$ cat src/logic/fop_pkg.sv
// Purpose : shared constants and types of the flag offset programming block
// Assumes : one clock stands for both the write and the read clock
// Notes   : each offset is eighteen bits wide, split over low, mid and high registers
package fop_pkg;
    // ==========================================================
    // widths and depths
    localparam int DATA_W      = 9;
    localparam int FIFO_DEPTH  = 32;
    localparam int CNT_W       = 6;
    localparam int PTR_W       = 5;
    localparam int OFS_W       = 18;
    localparam int CMP_W       = 19;
    localparam int NUM_REGS    = 6;
    localparam int SERIAL_BITS = 36;
    localparam int HALF_BITS   = 18;
    localparam int LOW_W       = 8;
    localparam int MID_W       = 8;

    // ==========================================================
    // offset register indices, in programming order
    localparam logic [2:0] IDX_EMPTY_LOW  = 3'h0;
    localparam logic [2:0] IDX_EMPTY_HIGH = 3'h2;
    localparam logic [2:0] IDX_FULL_LOW   = 3'h3;
    localparam logic [2:0] IDX_FULL_HIGH  = 3'h5;
    localparam logic [DATA_W-1:0] BYTE_MASK = 9'h0FF;
    localparam logic [DATA_W-1:0] HIGH_MASK = 9'h003;

    // ==========================================================
    // reset values and timing
    localparam logic [OFS_W-1:0] DEFAULT_PARALLEL = 18'h0007F;
    localparam logic [OFS_W-1:0] DEFAULT_SERIAL   = 18'h003FF;
    localparam logic [5:0]       SERIAL_LAST      = 6'h23;
    localparam int               FLAG_VALID_EDGES = 2;
    localparam logic [CNT_W-1:0] FULL_COUNT       = CNT_W'(FIFO_DEPTH);
    localparam logic [CNT_W-1:0] HALF_COUNT       = CNT_W'(FIFO_DEPTH / 2);

    // ==========================================================
    // carriers
    typedef struct packed {
        logic ofs_sel_n;
        logic wr_strobe_n;
        logic rd_strobe_n;
        logic shift_strobe_n;
        logic serial_in;
    } fop_pins_t;

    typedef logic [NUM_REGS-1:0][DATA_W-1:0] fop_regs_t;
endpackage

$ cat src/logic/fop_top.sv
// Purpose : programmable almost-empty/almost-full offsets in front of a small FIFO
// Assumes : all pins synchronous to i_ref_clk; master and partial reset sampled
// Notes   : flags follow the pin polarities of the device (low-active flags end _n)
`timescale 1ns/1ps

// ==========================================================
// buffer
module fop_fifo #(
    parameter int WIDTH = 9,
    parameter int DEPTH = 32
) (
    input  wire logic                     i_ref_clk,
    input  wire logic                     i_resetn,
    input  wire logic                     i_flush,
    input  wire logic                     i_in_valid,
    output logic                          o_in_ready,
    input  wire logic [WIDTH-1:0]         i_in_data,
    output logic                          o_out_valid,
    input  wire logic                     i_out_ready,
    output logic [WIDTH-1:0]              o_out_data,
    output logic [$clog2(DEPTH+1)-1:0]    o_count
);
    localparam int AW = $clog2(DEPTH);
    localparam int CW = $clog2(DEPTH + 1);

    typedef struct packed {
        logic [DEPTH-1:0][WIDTH-1:0] mem;
        logic [AW-1:0]               wptr;
        logic [AW-1:0]               rptr;
        logic [CW-1:0]               count;
    } fop_fifo_state_t;

    fop_fifo_state_t st;
    fop_fifo_state_t next_st;
    logic            push;
    logic            pop;

    assign o_in_ready  = (st.count != CW'(DEPTH));
    assign o_out_valid = (st.count != '0);
    assign o_out_data  = st.mem[st.rptr];
    assign o_count     = st.count;
    assign push        = i_in_valid && o_in_ready;
    assign pop         = o_out_valid && i_out_ready;

    always_comb begin
        next_st = st;
        if (push) begin
            next_st.mem[st.wptr] = i_in_data;
            next_st.wptr         = (st.wptr == AW'(DEPTH - 1)) ? '0 : st.wptr + 1'b1;
        end
        if (pop) begin
            next_st.rptr = (st.rptr == AW'(DEPTH - 1)) ? '0 : st.rptr + 1'b1;
        end
        next_st.count = st.count + CW'(push) - CW'(pop);
        if (i_flush) begin
            next_st.wptr  = '0;
            next_st.rptr  = '0;
            next_st.count = '0;
        end
    end

    always_ff @(posedge i_ref_clk or negedge i_resetn) begin
        if (!i_resetn) begin
            st <= '0;
        end else begin
            st <= next_st;
        end
    end
endmodule

// ==========================================================
// offset programming and flags
// How it works
// master reset gives empty offset 127 for parallel, 1023 for serial loading
// master reset gives full offset 127 for parallel, 1023 for serial loading
// loading method is latched only during master reset
// select low, write strobe low: input bus goes to next offset register
// select low, read strobe low: next offset register goes to output bus
// select and shift strobe low: one serial bit per edge, 36 bits total
// select high: write strobe writes memory, read strobe reads memory
// serial loading is all-or-nothing; flags valid after the last bit
// select low with shift strobe high shifts nothing
// memory writes may interleave serial loading; shifting resumes at next bit
// serial loading pauses while select or shift strobe is high
// flags become valid two edges after the completing write
// offsets are never read back serially
// parallel writes step through six registers and wrap to empty low
// offset write and read pointers are separate and independent
// master reset homes both pointers; partial reset keeps them
// toggling write strobe pauses parallel loading; next write goes on
// in parallel loading each flag is invalid until its offset is written
// parallel reads step through the same six registers and wrap
// interrupted offset reading resumes from the same read pointer
// an offset read replaces the word held on the output bus
// offset read-back works in both timing modes and both methods
// fall-through: almost-empty goes high at n+2 words
// fall-through: half-full goes low one word later than standard
// fall-through: almost-full goes low one write later than standard
// fall-through: capacity includes the output register word
// each offset is low, mid and high registers joined into one threshold
module fop_top
    import fop_pkg::*;
(
    input  wire logic              i_ref_clk,
    input  wire logic              i_resetn,
    input  wire logic              i_master_reset_n,
    input  wire logic              i_partial_reset_n,
    input  wire logic              i_fall_through_mode,
    input  wire logic              i_offset_load_select_n,
    input  wire logic              i_write_strobe_n,
    input  wire logic              i_read_strobe_n,
    input  wire logic              i_serial_shift_strobe_n,
    input  wire logic              i_serial_offset_in,
    input  wire logic [DATA_W-1:0] i_input_bus,
    output logic      [DATA_W-1:0] o_output_bus,
    output logic                   o_almost_empty_n,
    output logic                   o_almost_full_n,
    output logic                   o_half_full_n,
    output logic                   o_input_ready_flag,
    output logic                   o_output_ready_flag
);
    typedef struct packed {
        logic                serial_method;
        logic                fall_through;
        fop_regs_t           regs;
        logic [2:0]          wptr;
        logic [2:0]          rptr;
        logic [5:0]          sbit;
        logic                e_valid;
        logic                f_valid;
        logic [1:0]          e_pipe;
        logic [1:0]          f_pipe;
        logic                hold;
        logic [DATA_W-1:0]   out_bus;
        logic                pae_n;
        logic                paf_n;
        logic                hf_n;
        logic                ir;
        logic                orf;
    } fop_state_t;

    fop_state_t          st;
    fop_state_t          next_st;
    fop_pins_t           pins;
    logic                ofs_wr;
    logic                ofs_rd;
    logic                ser_sh;
    logic                mem_wr;
    logic                mem_rd;
    logic                consume;
    logic                flush;
    logic                fifo_in_ready;
    logic                fifo_out_valid;
    logic                fifo_out_ready;
    logic [DATA_W-1:0]   fifo_out_data;
    logic [CNT_W-1:0]    fifo_count;
    logic [CNT_W-1:0]    words;
    logic [CNT_W-1:0]    cap;
    logic [CMP_W-1:0]    n_ofs;
    logic [CMP_W-1:0]    m_ofs;

    // ==========================================================
    // helpers
    function automatic logic [DATA_W-1:0] reg_mask(input logic [2:0] idx);
        logic [2:0] pos;
        pos = (idx >= IDX_FULL_LOW) ? idx - IDX_FULL_LOW : idx;
        return (pos == IDX_EMPTY_HIGH) ? HIGH_MASK : BYTE_MASK;
    endfunction

    // join low, mid, high
    function automatic logic [CMP_W-1:0] join_ofs(input fop_regs_t r, input logic [2:0] base);
        logic [OFS_W-1:0] v;
        v = {r[base + 3'h2][1:0], r[base + 3'h1][MID_W-1:0], r[base][LOW_W-1:0]};
        return {1'b0, v};
    endfunction

    function automatic fop_regs_t split_ofs(input logic [OFS_W-1:0] v);
        fop_regs_t r;
        r = '0;
        r[IDX_EMPTY_LOW]         = {1'b0, v[LOW_W-1:0]};
        r[IDX_EMPTY_LOW + 3'h1]  = {1'b0, v[LOW_W+MID_W-1:LOW_W]};
        r[IDX_EMPTY_HIGH]        = {7'h00, v[OFS_W-1:LOW_W+MID_W]};
        r[IDX_FULL_LOW]          = r[IDX_EMPTY_LOW];
        r[IDX_FULL_LOW + 3'h1]   = r[IDX_EMPTY_LOW + 3'h1];
        r[IDX_FULL_HIGH]         = r[IDX_EMPTY_HIGH];
        return r;
    endfunction

    function automatic logic [2:0] step6(input logic [2:0] p);
        return (p == IDX_FULL_HIGH) ? IDX_EMPTY_LOW : p + 3'h1;
    endfunction

    // ==========================================================
    // decode
    assign pins = '{ofs_sel_n:      i_offset_load_select_n,
                    wr_strobe_n:    i_write_strobe_n,
                    rd_strobe_n:    i_read_strobe_n,
                    shift_strobe_n: i_serial_shift_strobe_n,
                    serial_in:      i_serial_offset_in};

    // parallel offset write, only under parallel method
    assign ofs_wr = !pins.ofs_sel_n && !pins.wr_strobe_n && pins.rd_strobe_n
                    && pins.shift_strobe_n && !st.serial_method;
    // read-back is parallel only
    // offset read in either method or timing mode
    // no method gate on read-back
    assign ofs_rd = !pins.ofs_sel_n && pins.wr_strobe_n && !pins.rd_strobe_n
                    && pins.shift_strobe_n;
    // serial shift, only under serial method
    // shift strobe high blocks shifting
    assign ser_sh = !pins.ofs_sel_n && pins.wr_strobe_n && pins.rd_strobe_n
                    && !pins.shift_strobe_n && st.serial_method;
    // select high routes the strobes to memory
    assign mem_wr = pins.ofs_sel_n && !pins.wr_strobe_n;
    assign mem_rd = pins.ofs_sel_n && !pins.rd_strobe_n;

    assign flush   = !i_master_reset_n || !i_partial_reset_n;
    assign consume = st.fall_through && st.hold && mem_rd;
    // an offset read owns the output bus, so the fall-through load waits a cycle
    assign fifo_out_ready = st.fall_through ? ((!st.hold || consume) && !ofs_rd) : mem_rd;

    // fall-through capacity counts the output register
    assign words = fifo_count + CNT_W'(st.hold);
    assign cap   = FULL_COUNT + CNT_W'(st.fall_through);
    assign n_ofs = join_ofs(st.regs, IDX_EMPTY_LOW);
    assign m_ofs = join_ofs(st.regs, IDX_FULL_LOW);

    fop_fifo #(
        .WIDTH (DATA_W),
        .DEPTH (FIFO_DEPTH)
    ) u_fifo (
        .i_ref_clk   (i_ref_clk),
        .i_resetn    (i_resetn),
        .i_flush     (flush),
        .i_in_valid  (mem_wr && !flush),
        .o_in_ready  (fifo_in_ready),
        .i_in_data   (i_input_bus),
        .o_out_valid (fifo_out_valid),
        .i_out_ready (fifo_out_ready && !flush),
        .o_out_data  (fifo_out_data),
        .o_count     (fifo_count)
    );

    // ==========================================================
    // next state
    always_comb begin
        logic [5:0] k;
        logic [4:0] w;
        logic [2:0] idx;
        logic [3:0] b;
        // serial target bit, worked out every cycle so nothing is left unassigned
        k       = st.sbit;
        w       = (k >= 6'(HALF_BITS)) ? 5'(k - 6'(HALF_BITS)) : 5'(k);
        idx     = (k >= 6'(HALF_BITS)) ? IDX_FULL_LOW : IDX_EMPTY_LOW;
        idx     = idx + ((w >= 5'(LOW_W + MID_W)) ? 3'h2 : (w >= 5'(LOW_W)) ? 3'h1 : 3'h0);
        b       = (w >= 5'(LOW_W + MID_W)) ? 4'(w - 5'(LOW_W + MID_W)) :
                  (w >= 5'(LOW_W)) ? 4'(w - 5'(LOW_W)) : 4'(w);
        next_st = st;
        // parallel write order and wrap
        // pausing keeps the write pointer
        if (ofs_wr) begin
            next_st.regs[st.wptr] = i_input_bus & reg_mask(st.wptr);
            next_st.wptr          = step6(st.wptr);
            // a flag is invalid from its low byte until its high byte
            if (st.wptr == IDX_EMPTY_LOW) begin
                next_st.e_valid = 1'b0;
            end
            if (st.wptr == IDX_FULL_LOW) begin
                next_st.f_valid = 1'b0;
            end
            if (st.wptr == IDX_EMPTY_HIGH) begin
                next_st.e_valid = 1'b1;
            end
            if (st.wptr == IDX_FULL_HIGH) begin
                next_st.f_valid = 1'b1;
            end
        end
        // read order and wrap
        // read pointer moves only on an offset read or a master reset
        // read data overwrites the output bus
        // read pointer apart from write pointer
        if (ofs_rd) begin
            next_st.out_bus = st.regs[st.rptr];
            next_st.rptr    = step6(st.rptr);
        end else if (fifo_out_valid && fifo_out_ready) begin
            next_st.out_bus = fifo_out_data;
        end
        if (st.fall_through && fifo_out_valid && fifo_out_ready) begin
            next_st.hold = 1'b1;
        end else if (consume) begin
            next_st.hold = 1'b0;
        end
        // empty low bit first, full high bit last
        // bit counter survives interleaved memory writes
        // bit counter survives pauses
        if (ser_sh) begin
            next_st.regs[idx][b] = pins.serial_in;
            next_st.sbit = (st.sbit == SERIAL_LAST) ? 6'h00 : st.sbit + 6'h01;
            // both flags invalid from first bit until the last
            if (st.sbit == 6'h00) begin
                next_st.e_valid = 1'b0;
                next_st.f_valid = 1'b0;
            end
            if (st.sbit == SERIAL_LAST) begin
                next_st.e_valid = 1'b1;
                next_st.f_valid = 1'b1;
            end
        end
        // validity ripples through two edges
        next_st.e_pipe = {st.e_pipe[0], next_st.e_valid};
        next_st.f_pipe = {st.f_pipe[0], next_st.f_valid};
        // fall-through adds one to the empty threshold
        next_st.pae_n = next_st.e_pipe[FLAG_VALID_EDGES-1]
                        && ({1'b0, {(CMP_W-CNT_W-1){1'b0}}, words} >
                            n_ofs + CMP_W'(st.fall_through));
        // compare against capacity, one larger in fall-through
        next_st.paf_n = !(next_st.f_pipe[FLAG_VALID_EDGES-1]
                        && (CMP_W'(words) + m_ofs >= CMP_W'(cap)));
        // half mark moves up by one in fall-through
        next_st.hf_n = !(words > HALF_COUNT + CNT_W'(st.fall_through));
        next_st.ir   = st.fall_through ? (words == cap) : (words != cap);
        next_st.orf  = st.fall_through ? !next_st.hold : (fifo_count != '0);
        if (!i_partial_reset_n) begin
            next_st.hold    = 1'b0;
            next_st.out_bus = '0;
        end
        // method and timing mode latched only here
        // empty default chosen by method
        // full default chosen by method
        // master reset homes both pointers
        if (!i_master_reset_n) begin
            next_st.serial_method = pins.ofs_sel_n;
            next_st.fall_through  = i_fall_through_mode;
            next_st.regs    = split_ofs(pins.ofs_sel_n ? DEFAULT_SERIAL : DEFAULT_PARALLEL);
            next_st.wptr    = IDX_EMPTY_LOW;
            next_st.rptr    = IDX_EMPTY_LOW;
            next_st.sbit    = 6'h00;
            next_st.e_valid = 1'b1;
            next_st.f_valid = 1'b1;
            next_st.hold    = 1'b0;
            next_st.out_bus = '0;
        end
        if (flush) begin
            next_st.pae_n = 1'b0;
            next_st.paf_n = 1'b1;
            next_st.hf_n  = 1'b1;
            next_st.ir    = !next_st.fall_through;
            next_st.orf   = next_st.fall_through;
        end
    end

    always_ff @(posedge i_ref_clk or negedge i_resetn) begin
        if (!i_resetn) begin
            st         <= '0;
            st.regs    <= split_ofs(DEFAULT_PARALLEL);
            st.e_valid <= 1'b1;
            st.f_valid <= 1'b1;
            st.e_pipe  <= 2'h3;
            st.f_pipe  <= 2'h3;
            st.paf_n   <= 1'b1;
            st.hf_n    <= 1'b1;
            st.ir      <= 1'b1;
        end else begin
            st <= next_st;
        end
    end

    assign o_output_bus        = st.out_bus;
    assign o_almost_empty_n    = st.pae_n;
    assign o_almost_full_n     = st.paf_n;
    assign o_half_full_n       = st.hf_n;
    assign o_input_ready_flag  = st.ir;
    assign o_output_ready_flag = st.orf;
endmodule

$ cat config.mk
export PLATFORM = sky130hd
export DESIGN_NAME = fop_top
export DESIGN_NICKNAME = d
export VERILOG_FILES = /design/src/logic/fop_pkg.sv /design/src/logic/fop_top.sv
export SDC_FILE = /design/constraint.sdc
export NUM_CORES = 1
export LEC_CHECK = 0
export BUFFER_PORTS_ARGS = -buffer_cell sky130_fd_sc_hd__buf_2
export CAP_MARGIN = 20
export CORE_MARGIN = 8
export CORE_UTILIZATION = 25
export DETAILED_ROUTE_END_ITERATION = 10
export GPL_TIMING_DRIVEN = 1
export PLACE_DENSITY = 0.42
export SETUP_SLACK_MARGIN = 0.02
export SLEW_MARGIN = 25
export SYNTH_ARGS = -nofsm -noshare
export SYNTH_HDL_FRONTEND = slang
export SYNTH_SLANG_ARGS = --single-unit
$ cat constraint.sdc
create_clock -name i_ref_clk -period 7.2 [get_ports i_ref_clk]
set_input_delay 0.72 -clock i_ref_clk [delete_from_list [all_inputs] [get_ports i_ref_clk]]
set_output_delay 0.72 -clock i_ref_clk [all_outputs]
set_load 0.05 [all_outputs]
==> results.toml <==
[status]
outcome = "completed"

[finish]
layout_commonest_cell = "dfrtp_1"
n_fill_cell = 8527
final_cell_mix = "dfrtp_1 (368), mux2_2 (308), mux4_2 (98), nand2_1 (95), mux2i_1 (54)"
drive_gt1_share_pct = 34.6
area.growth.synth_to_final_pct = 12.9
final_core_utilization_pct = 28.4
fin_nets = 1679
multi_input_area_sq_mm = 0.0104
regArea_sq_mm = 0.00982

[placed_design]
port_buffers = 32
place.gp.congestion = 0.785
hpwl_mm = 39.5

[sta]
rsz0062_at_grt = "no"
finalCritPeriodShare_pct = 58.4
skew_ns = 0.0611
drv_slew = 0
hold_viol = 0
fmax_ghz = 0.238
holdWs_ns = 0.152
tns_ns = 0
fin_crit_ns = 4.20
setup_viol = 0
worst_pin_slew_ns = 1.01
max_slew_margin_pct = 32.4

[synth]
synth_mux_area_share_pct = 29.9
yosysWarnings = 0
avgSynthCellArea_sq_um = 12.8
synth_nets = 1710
synth_edf_count = 0
ys.flop_type = "dfrtp_1"
yosys.area_share.simple_pct = 7.81
yosysUniqueCellTypes = 85
syn_inst = 1638
ys_ff_latch = 391
synth-async-reset-ratio_pct = 100
syn_area_sq_mm = 0.0209
synth_xor_area_share_pct = 1.09
synthAdderAreaFrac_pct = 3.28
synth_top_family_by_area = "multiplexers"
synth-compound-area-share_pct = 7.48
yosysSeqAreaShare_pct = 46.9

[floorplan]
fp.dieH_microns = 305
num_rows = 106
core_sq_mm = 0.0833
initial_core_util_pct = 25.1
die_area_sq_mm = 0.0932
chipWidth_microns = 305
io_pins = 33

[route]
first_pass_iters = 5
wl_per_cell_microns = 22.4
vias_per_cell = 4.96
ant_nets = 0
via_count = 13500
drc = 0
drt_wl_total_mm = 61.0
drtIter0Drc = 774

[cts]
clockRootBuffer = "clkbuf_16"
cts_tree = "yes"
cts_resized = 0
clock-sinks = 391
cts_buffers = 47
clock_latency_ns = 0.61
cts_post_setup_buffers_inserted = 0
cts_max_path_buffers = 3
clk_pin_slew_ns = 0.06
htree_num_levels = 2
hold_buffers = 0

[flow_run]
drv_cap = 0

[power]
irDropWorstVdd_v = 0.000143
p_leak_nw = 10.4
power_density_mw_per_mm2 = 225

[grt]
grt_usage_pct = 12.9
grt_pass1_wl_mm = 93.3
antenna_found_initial = 2
grt_pass1_vias = 14100
globalRouteOverflowTotal = 0
grt_max_degree = 177

[critical_path]
critPathArrivalTime_ns = 4.68
crit_path_start_kind = "register"
critical_path_required_ns = 7.67
cp_top_family = "simple AND/OR/NAND/NOR gates"
path_class = "register to register"
slowest_delay_ns = 0.67
critical_path.n_buffers_inverters = 2
cp_cell_sequence = "inv_2, ha_1, o41a_1, o21a_4, xnor2_1, and2_1, ha_1, inv_1, fa_1, nor2b_1, nand3_1, nor3_1, mux2i_1, nor2_1"
critPathCaptureType = "register"
cpMostUsedCell = "ha_1"
cpMaxStageDelayCell = "dfrtp_1"
crit_fanout = 16

[worst_hold_path]
hp-class = "primary input to async pin"
cell usage after synthesis (all sizes together) (18+ instances only):
cell type	count	area, sq um
dfrtp	370	9260
mux2	311	3500
mux4	98	2210
nand2	96	363
clkbuf	83	313
mux2i	54	541
nor2	51	191
ha	50	626
o21ai	50	250
inv	47	176
buf	42	259
a21oi	39	199
nand3	36	213
nor3	25	145
dfstp	21	552
and3	19	119
o311a	19	190
o211ai	18	135
area by class of cell:
cell class                      instances  area share [%]
Multi-Input combinational cell       1075            43.9
Sequential cell                       391            41.6
Clock buffer                           75            5.93
Tap cell                             1080            5.72
Timing Repair Buffer                   45            1.32
Clock inverter                         10           0.768
Inverter                               47           0.747
Antenna cell                            1          0.0106
kinds of logic after synthesis:
logic type / after synthesis
fa+ha+maj: 53
xor+xnor: 26
buf+inv: 172
flops: 391
simple gates: 311
mux: 463
compound gates: 222
power by group:
part           switching (mW)  total, mW  internal, mW
clock                   0.992       2.44          1.45
combinational           0.365      0.582         0.217
sequential             0.0561       2.30          2.24
metrics by stage:
step / std cells / power [mW] / instance area [sq um] / setup slack (ns)
finish: 2724 / 5.32 / 23600 / 3.00
global route: 2723 / 5.55 / 23600 / 2.66
CTS: 2722 / 5.41 / 23600 / 2.99
detailed placement: 2637 / 2.93 / 22000 / 3.04
global placement: 2637 / 2.92 / 22000 / 3.04
floorplan: 1638 / 2.71 / 20900 / 3.81
registers in the layout, indices dropped and copies added (netlist names), 2 cells and up:
register / flops
u_fifo.st: 298
st: 35
m_ofs: 18
n_ofs: 18
o_output_bus: 9
u_fifo.o_count: 6
next_st: 2
worst register-to-register path, delay by kind of cell (launching register included):
family                   cells  cell delay (ns)
AO/OA/AOI/OAI                2             0.63
XOR/XNOR                     1             0.13
adder cells (fa/ha/maj)      3             0.88
buffers and inverters        2             0.27
flip-flops                   1             0.67
multiplexers                 1             0.25
AND/OR/NAND/NOR              5             1.26
path summary, 6_finish.rpt:
path / startpoint / to / slack (ns) / cells past startpoint
max: st[21] / m_ofs[12] / 3.00 / 14
min: i_resetn / o_almost_empty_n / 0.15 / 1
max reg2reg: st[21] / m_ofs[12] / 3.00 / 14
min reg2reg: st[88] / st[88] / 0.49 / 2
max in group asynchronous: i_resetn / u_fifo.st[186] / 5.55 / 3
min in group i_ref_clk: i_fall_through_mode / st[87] / 0.47 / 2
per-layer routing:
metal  GRT usage, %  share of wire (%)  up-vias
met2           20.1                 45      222
li1               -                  -     6059
met1           18.8                 49     7151
met4           3.02                1.9        2
met3           1.92                3.3       78
met5              0              0.018        -
Note: power is estimated with default switching activity, not from simulation.
